`config.mk`:
```
export PLATFORM = sky130hd
export DESIGN_NAME = microprogram_next_address
export DESIGN_NICKNAME = d
export VERILOG_FILES = /design/src/rtl/next_address_pkg.sv /design/src/rtl/address_copy_reg.sv /design/src/rtl/microprogram_next_address.sv
export VERILOG_INCLUDE_DIRS = /design/src /design/src/rtl
export SDC_FILE = /design/constraint.sdc
export NUM_CORES = 1
export LEC_CHECK = 0
export ABC_AREA = 1
export BUFFER_PORTS_ARGS = -buffer_cell sky130_fd_sc_hd__buf_2
export CORE_MARGIN = 3
export CORE_UTILIZATION = 38
export CTS_BUF_LIST = sky130_fd_sc_hd__clkbuf_4
export DETAILED_ROUTE_END_ITERATION = 12
export GPL_ROUTABILITY_DRIVEN = 0
export GPL_TIMING_DRIVEN = 0
export PLACE_DENSITY = 0.82
export SLEW_MARGIN = 15
export SYNTH_ARGS = -nofsm -noshare
export SYNTH_HDL_FRONTEND = slang
export SYNTH_SLANG_ARGS = --single-unit
```
`constraint.sdc`:
```
create_clock -name clk_in -period 1.1 [get_ports clk_in]
set_clock_uncertainty 0.1 [all_clocks]
set_input_delay 0.22 -clock clk_in [delete_from_list [all_inputs] [get_ports clk_in]]
set_output_delay 0.22 -clock clk_in [all_outputs]
set_load 0.05 [all_outputs]
```
`src/rtl/next_address_map.svh`:
```
// constants for the microprogram next-address sequencer
`ifndef NEXT_ADDRESS_MAP_SVH
`define NEXT_ADDRESS_MAP_SVH
`define ADDR_W            8
`define FORCED_ADDR       8'h80
`define DECODE_FORK_BASE  8'hFF
`define SEL_NONE          4'h0
`define SEL_FIVE          4'h5
`define SEL_FOURTEEN      4'hC
`define SEL_FIFTEEN       4'hD
`define BRANCH_BIT_HI     5
`define BRANCH_BIT_LO     4
`define NO_BRANCH_BIT     3
`endif

```
`src/rtl/next_address_pkg.sv`:
```
// types for the microprogram next-address sequencer
package next_address_pkg;
   typedef logic [7:0] uaddr_t;
   typedef logic [3:0] branch_sel_t;
   typedef enum logic [2:0] {
      FORK_DECODE  = 3'b001,
      FORK_DEST    = 3'b010,
      FORK_EXECUTE = 3'b100
   } fork_onehot_t;
endpackage

```
`src/rtl/address_copy_reg.sv`:
```
// one copy of the control-store address register
`timescale 1ns/10ps
`include "next_address_map.svh"
module address_copy_reg
   import next_address_pkg::*;
(
   // clock and reset
   input  wire logic   clk_in,
   input  wire logic   nrst_in,
   // load
   input  wire logic   load_in,
   input  wire uaddr_t d_in,
   // stored address
   output uaddr_t      q_out
);
   // msb is its own flop so reset can set it, leaving the register at the forced vector 0x80
   always_ff @(posedge clk_in or negedge nrst_in) begin
      if (!nrst_in) begin
         q_out[7] <= 1'b1;
      end else if (load_in) begin
         q_out[7] <= d_in[7];
      end
   end
   always_ff @(posedge clk_in or negedge nrst_in) begin
      if (!nrst_in) begin
         q_out[6:0] <= 7'h00;
      end else if (load_in) begin
         q_out[6:0] <= d_in[6:0];
      end
   end
endmodule

```
`src/rtl/microprogram_next_address.sv`:
```
// next-address sequencer for the microprogram control store
//
// Functional notes
// address register loads on t3; it selects the next cycle's microword
// no fork and no branch: next address is the next-address field
// three identical address copies: two for control store, one for mmu
// forced entry loads 0x80: low seven bits clear, msb set
// forced entry on init, parity abort after pause, other abort in pause
// aborts qualified by timing state two so forced vector always wins
// each address bit ANDs three fork terms and a field-or-branch term
// forks disabled: bit set when field bit or branch signal asserted
// bit 3 has no branch input; its term is the field bit only
// at most one fork enabled; its term true when a decode output asserts
// branches only set bits, forks only clear; decode base is 0xFF
// decode fork acts whenever its enable is set
// dest fork off under select fourteen with source mode 3, 5 or 7
// execute fork under select fifteen only for the fj class
// execute fork off under select five for an odd-byte destination
// next-address field is a base that forks or branches may alter
// branches alter only bits 5 and 4, giving four alternatives
// four-bit select field picks one of 16 branch-condition sets
// selections zero and fourteen leave bits 5 and 4 unmodified
// forced entry overrides every other next-address source
`timescale 1ns/10ps
`include "next_address_map.svh"
module microprogram_next_address
   import next_address_pkg::*;
(
   // clock and reset
   input  wire logic        clk_in,
   input  wire logic        nrst_in,
   // timing
   input  wire logic        t3_pulse_in,
   input  wire logic        timing_state_two_in,
   // microword fields
   input  wire uaddr_t      next_address_field_in,
   input  wire logic [2:0]  fork_enable_bits_in,
   input  wire branch_sel_t branch_select_field_in,
   // branch conditions, two per selection, bit 1 drives address bit 5
   input  wire logic [31:0] branch_cond_in,
   // fork decode outputs
   input  wire uaddr_t      decode_fork_in,
   input  wire uaddr_t      dest_fetch_fork_in,
   input  wire uaddr_t      execute_fork_in,
   // instruction qualifiers
   input  wire logic        source_mode_odd_high_in,
   input  wire logic        fj_class_in,
   input  wire logic        odd_byte_destination_in,
   // abort and init
   input  wire logic        rom_init_in,
   input  wire logic        parity_error_abort_in,
   input  wire logic        abort_in,
   input  wire logic        pause_cycle_in,
   input  wire logic        after_pause_in,
   // address copies
   output uaddr_t           store_addr_a_out,
   output uaddr_t           store_addr_b_out,
   output uaddr_t           mmu_addr_out,
   output logic             forced_entry_out
);
   // ---------------------------------------------------------------
   // branch selection
   // ---------------------------------------------------------------
   logic [1:0] branch_bit_signal;
   logic       decode_fork_enable;
   logic       dest_fetch_fork_enable;
   logic       execute_fork_enable;
   logic       forced_entry_request;
   uaddr_t     next_address_bits;
   uaddr_t     control_store_address_nxt;

   always_comb begin

      branch_bit_signal = {branch_cond_in[{branch_select_field_in, 1'b1}],
                           branch_cond_in[{branch_select_field_in, 1'b0}]};

      if (branch_select_field_in == `SEL_NONE ||
          branch_select_field_in == `SEL_FOURTEEN) begin
         branch_bit_signal = 2'b00;
      end
   end

   // ---------------------------------------------------------------
   // fork qualification
   // ---------------------------------------------------------------
   // enables from the microword are one-hot by microcode convention
   always_comb begin
      decode_fork_enable = fork_enable_bits_in[0];

      dest_fetch_fork_enable = fork_enable_bits_in[1] &&
         !(branch_select_field_in == `SEL_FOURTEEN &&
           source_mode_odd_high_in);
      execute_fork_enable = fork_enable_bits_in[2];

      if (branch_select_field_in == `SEL_FIFTEEN && !fj_class_in) begin
         execute_fork_enable = 1'b0;
      end

      if (branch_select_field_in == `SEL_FIVE && odd_byte_destination_in)
      begin
         execute_fork_enable = 1'b0;
      end
   end

   // ---------------------------------------------------------------
   // address bit gating
   // ---------------------------------------------------------------
   genvar gi;
   generate
      for (gi = 0; gi < `ADDR_W; gi++) begin : g_bit
         logic base_term;
         // see
         if (gi == `BRANCH_BIT_HI || gi == `BRANCH_BIT_LO) begin : g_br
            // see
            assign base_term = next_address_field_in[gi] |
                               branch_bit_signal[gi - `BRANCH_BIT_LO];
         end else begin : g_nobr
            assign base_term = next_address_field_in[gi];
         end
         // see see see
         assign next_address_bits[gi] = base_term &
            (!decode_fork_enable     || decode_fork_in[gi]) &
            (!dest_fetch_fork_enable || dest_fetch_fork_in[gi]) &
            (!execute_fork_enable    || execute_fork_in[gi]);
      end
   endgenerate

   // ---------------------------------------------------------------
   // forced entry
   // ---------------------------------------------------------------
   // abort terms held by timing state two, which outlasts the t3 pulse
   always_comb begin
      // see
      forced_entry_request = rom_init_in ||
         (timing_state_two_in &&
          ((parity_error_abort_in && after_pause_in) ||
           (abort_in && pause_cycle_in)));
      // see
      control_store_address_nxt = forced_entry_request ?
                                  `FORCED_ADDR : next_address_bits;
   end

   always_ff @(posedge clk_in or negedge nrst_in) begin
      if (!nrst_in) begin
         forced_entry_out <= 1'b0;
      end else if (t3_pulse_in) begin
         forced_entry_out <= forced_entry_request;
      end
   end

   // ---------------------------------------------------------------
   // address register copies
   // ---------------------------------------------------------------
   // separate copies keep fanout low on the control-store path
   address_copy_reg u_copy_a (
      .clk_in  (clk_in),
      .nrst_in (nrst_in),
      .load_in (t3_pulse_in),
      .d_in    (control_store_address_nxt),
      .q_out   (store_addr_a_out)
   );
   address_copy_reg u_copy_b (
      .clk_in  (clk_in),
      .nrst_in (nrst_in),
      .load_in (t3_pulse_in),
      .d_in    (control_store_address_nxt),
      .q_out   (store_addr_b_out)
   );
   address_copy_reg u_copy_mmu (
      .clk_in  (clk_in),
      .nrst_in (nrst_in),
      .load_in (t3_pulse_in),
      .d_in    (control_store_address_nxt),
      .q_out   (mmu_addr_out)
   );
endmodule

```
### Yosys cells after proc, flatten, opt, wreduce, memory -nomap -nowiden

Cells that the tools add are included.

* $lt $le $gt $ge: 2
* equal/unequal tests: 3
* multiplexer cells: 8
* bitwise gates (word level): 26
* reduce and logical (&&, ||, !) cells: 40

Operators with widths (number)
* logical OR 1 bit: 27
* AND 1 bit: 24
* < comparator 5 x 6 -> 1 bit, second input constant: 2
* binary-select mux 1 bit (select 4 bit): 2
* == test 4 bit, second input constant: 2
* 2-to-1 mux 8 bit: 1
* logical AND 1 bit: 7
* logical NOT 1 bit: 5
* == test 4 x 3 -> 1 bit, second input constant: 1
* logical NOT 4 bit: 1
* 2-to-1 mux 1 bit: 4
* 2-to-1 mux 2 bit: 1
* OR 1 bit: 2

* flip-flop bits (word level): 9
* input port bits: 83
* output and inout bits: 25
* word-level logic and storage cells: 82

### Depth between registers and ports, before layout

* word-level depth: 9
* gate-level depth with buffers: 13
* gate-level depth less buffers: 11

### Hierarchy

From an unflattened synthesis, not the netlist that was laid out.

* cell total of the unflattened synthesis: 263
* area, all modules: 1685.4 um^2

By module, submodules not included
* address_copy_reg: times used 3, cells each 34, area each 306.5 um^2, seq. area each 201.4 um^2
* microprogram_next_address: times used 1, cells each 161, area each 765.7 um^2, seq. area each 25.0 um^2

### Worst setup path before layout

No wires, ideal clock.

* path kind: register to output
* start point: register, netlist name u_copy_b.q_out[7]
* end point: output port store_addr_a_out[7]
* arrival: 0.940 ns
* required time: 0.780 ns
* slack: -0.160 ns
* cell stages (with the launch flop): 2
* path buffers: 1
* cell sequence: dfstp_2 buf_4

RTL lines
* end: declaration: RTL line microprogram_next_address.sv:56 `output uaddr_t store_addr_a_out,`

==> impl_results.md <==
* # diodes at 0
* Starting Density at between 40% and 50%
* WHS at 0.138 ns
* Seq cells post-synth at 9
* Ys Warns at 0
* Hold_sp: execute_fork_in[2]
* Slew HR at 79.9%
* WL final at 4.66 mm
* Sequential share of power at 24.4%
* Vias in the first global route at 1549
* Pre-antenna DRT Iters at 4
* GRT Util Overall at between 20% and 30%
* Clock-pin slew on the worst setup and hold paths at about 0.060 ns
* Min cycle time layout at about 1.4 ns
* Clock share of power at 16.2%
* Status: finished, violations left
* Cells after Synth at 216
* Sequence of cells on the critical path: buf_6, buf_8
* Num CTS Buffers at 3
* Register area share after synthesis at 19.5%
* Sequential cell area at 239 µm²
* Wire per inst at 12.9 µm
* Vias after detailed routing at 1699
* Clk root buf: clkbuf_4
* FF-to-FF path depth at 2
* Most common cell after layout, fill and taps aside: nand2_1
* Grt total ovfl at 0
* Crit-path max cell delay at roughly 0.65 ns
* Buffers on Ports at about 110
* Detailed Place HPWL at 3.04 mm
* Sw power at 0.659 mW
* Avg Synthesized Cell Area at 5.38 µm²
* Layout cell share with drive strength beyond 1 at around half
* Overall Power at 1.63 mW
* Comb pwr share at 59.4%
* Core Area at 2830 µm²
* Internal cell power at 0.976 mW
* Critical Path End Type: output port
* Kind of critical path: reg -> out
* Max-cap violations at 0
* Hold path depth at 3
* Tcrit/Tclk final at 132%
* # rows at 19
* Net switching fraction of the power at approximately 40%
* Final core occ at 77.2%
* Antenna violations before repair at 0
* Final worst slack at -0.348 ns
* Final #Nets at 415
* DP Cell Count at 352
* Most frequent cells in the layout: nand2_1 (98), buf_2 (78), inv_1 (31), buf_6 (26)
* CTS tree: yes
* Reg2reg end: u_copy_b.q_out[7]
* Peak supply drop at between 300 and 400 µV
* TNS Setup at -4.03 ns
* Final setup violation count at 26
* Fill cells at between 150 and 200
* First-pass GRT wire length at 6.69 mm
* Hold Crit Endpoint: u_copy_mmu.q_out[2]
* Die Y at a little over 60 µm
* Crit path DAT at 1.13 ns
* Post-DRT Antenna Nets at 0
* Final Non-Filler Cells at 362
* Failing checks: negative setup slack
* Worst-path maximum fanout at 4
* Netlist cell types at 18
* Footprint of the multi-input gates at 683 µm²
* H-tree depth at 1
* FMAX at 0.691 GHz
* Die ar. at 3760 µm²
* Leakage power at between 1 and 1.5 nW
* Largest net degree at the start of global routing at 11
* Via-to-Cell Ratio at 4.69
* Post-route DRC violation count at 0
* 1st-iter DRT viols at 71
* RSZ-0062 raised after global routing: true
* R2r setup slk at 0.12 ns
* Measured slew at the worst slew-check pin at 0.302 ns
* Clk buf depth at 2
* Clock Sinks at 9
* Critical R2R Launch: u_copy_b.q_out[7]
* Cell Pwr Density at between 700 and 800 nW/µm²
* Net count after synthesis at 299
* Startpoint Class: flop
* Synthesized area at 1160 µm²
* Die W at 61.3 µm
* Latest clock arrival within the worst-skew pair at 0.25 ns
* Syn-to-layout area delta at 87.8%
* Hold Crit Class: in -> reg
* Slowest cell on the critical path: dfstp_4
* CP required at 0.78 ns
* IO Pins at 108
* Final Hold Viols at 0
* Final Max Tran Viols at 0
==> synth_stat cells <==
cell type	instances	area, µm²
o211ai_1	3	22.5
a31oi_4	1	21.3
o21ai_1	2	10.0
a21oi_1	1	5.00
nand2_1	101	379
nand2_2	2	12.5
o2111ai_1	2	17.5
buf_6	2	22.5
nor2_1	19	71.3
inv_4	1	6.26
nand3_1	10	50.1
inv_1	35	131
buf_4	18	135
dfstp_2	1	26.3
clkinv_1	1	3.75
dfrtp_1	8	200
o21ai_0	8	40.0
o21a_1	1	7.51
==> metrics by stage <==
step	instance area, µm²	worst slack [ns]
final	2180	-0.348
after global routing	2180	-0.382
after CTS	2090	-0.351
after detailed placement	1770	-0.278
after global placement	1770	-0.273
after floorplan	1200	-0.110
==> cell type report <==
class,instances,area share (%)
well taps,31,1.78
repair buffers,112,37.5
clock buffers,4,1.38
plain buffers,19,10.2
multi-input cells,150,31.3
inverters,37,6.93
flip-flops and latches,9,10.9
==> worst max path at each step <==
stage / from / to / depth (start not counted)
after global routing: u_copy_b.q_out[7] / store_addr_a_out[7] / 2
final: u_copy_b.q_out[7] / store_addr_a_out[7] / 2
after floorplan: branch_select_field_in[0] / u_copy_mmu.q_out[4] / 12
after global placement: abort_in / u_copy_mmu.q_out[3] / 8
after CTS: u_copy_b.q_out[7] / store_addr_a_out[7] / 2
after detailed placement: abort_in / u_copy_mmu.q_out[3] / 8
==> cells by family (layout without fill, tap and decap cells) <==
family | Yosys count | in the layout | synth area share, %
flops | 9 | 9 | 19.5
compound gates | 18 | 18 | 10.7
buf+inv | 57 | 172 | 25.7
simple gates | 132 | 132 | 44.1
==> what timing repair did <==
item,in CTS,in global routing
setup endpoints to repair,27,33
gates resized for setup,80,27
hold buffers,1,0
buffers inserted,1,5
pin swaps,0,10
endpoints found under the hold margin,9,0
==> worst max-delay path: cells and delay by family (launching register included) <==
family                 cells  cell delay, ns
buffers and inverters      2            0.23
flip-flops                 1            0.65
==> registers in the layout, summed over array words and instances, names as in the netlist <==
name and flops:
forced_entry_out 1, u_copy_mmu.q_out 7, u_copy_b.q_out 1
==> routing by layer <==
layer  share of wire (%)  wire length (µm)  vias to the layer above  global-route usage, %
met2                  54              2510                       89                   46.1
met4                 1.4                63                        0                   8.36
met1                  35              1640                      740                   24.9
met5                   0                 0                        -                      0
li1                    -                 -                      864                      -
met3                 9.5               445                        6                   3.98
==> power groups by stage <==
stage | clock network, mW | registers, mW | logic (mW)
finish | 0.264 | 0.399 | 0.971
global route | 0.295 | 0.402 | 1.04
CTS | 0.273 | 0.397 | 0.902
detailed placement | 0 | 0.392 | 0.754
global placement | 0 | 0.391 | 0.749
floorplan | 0 | 0.472 | 0.425
Power figures use the tool's default switching activity.
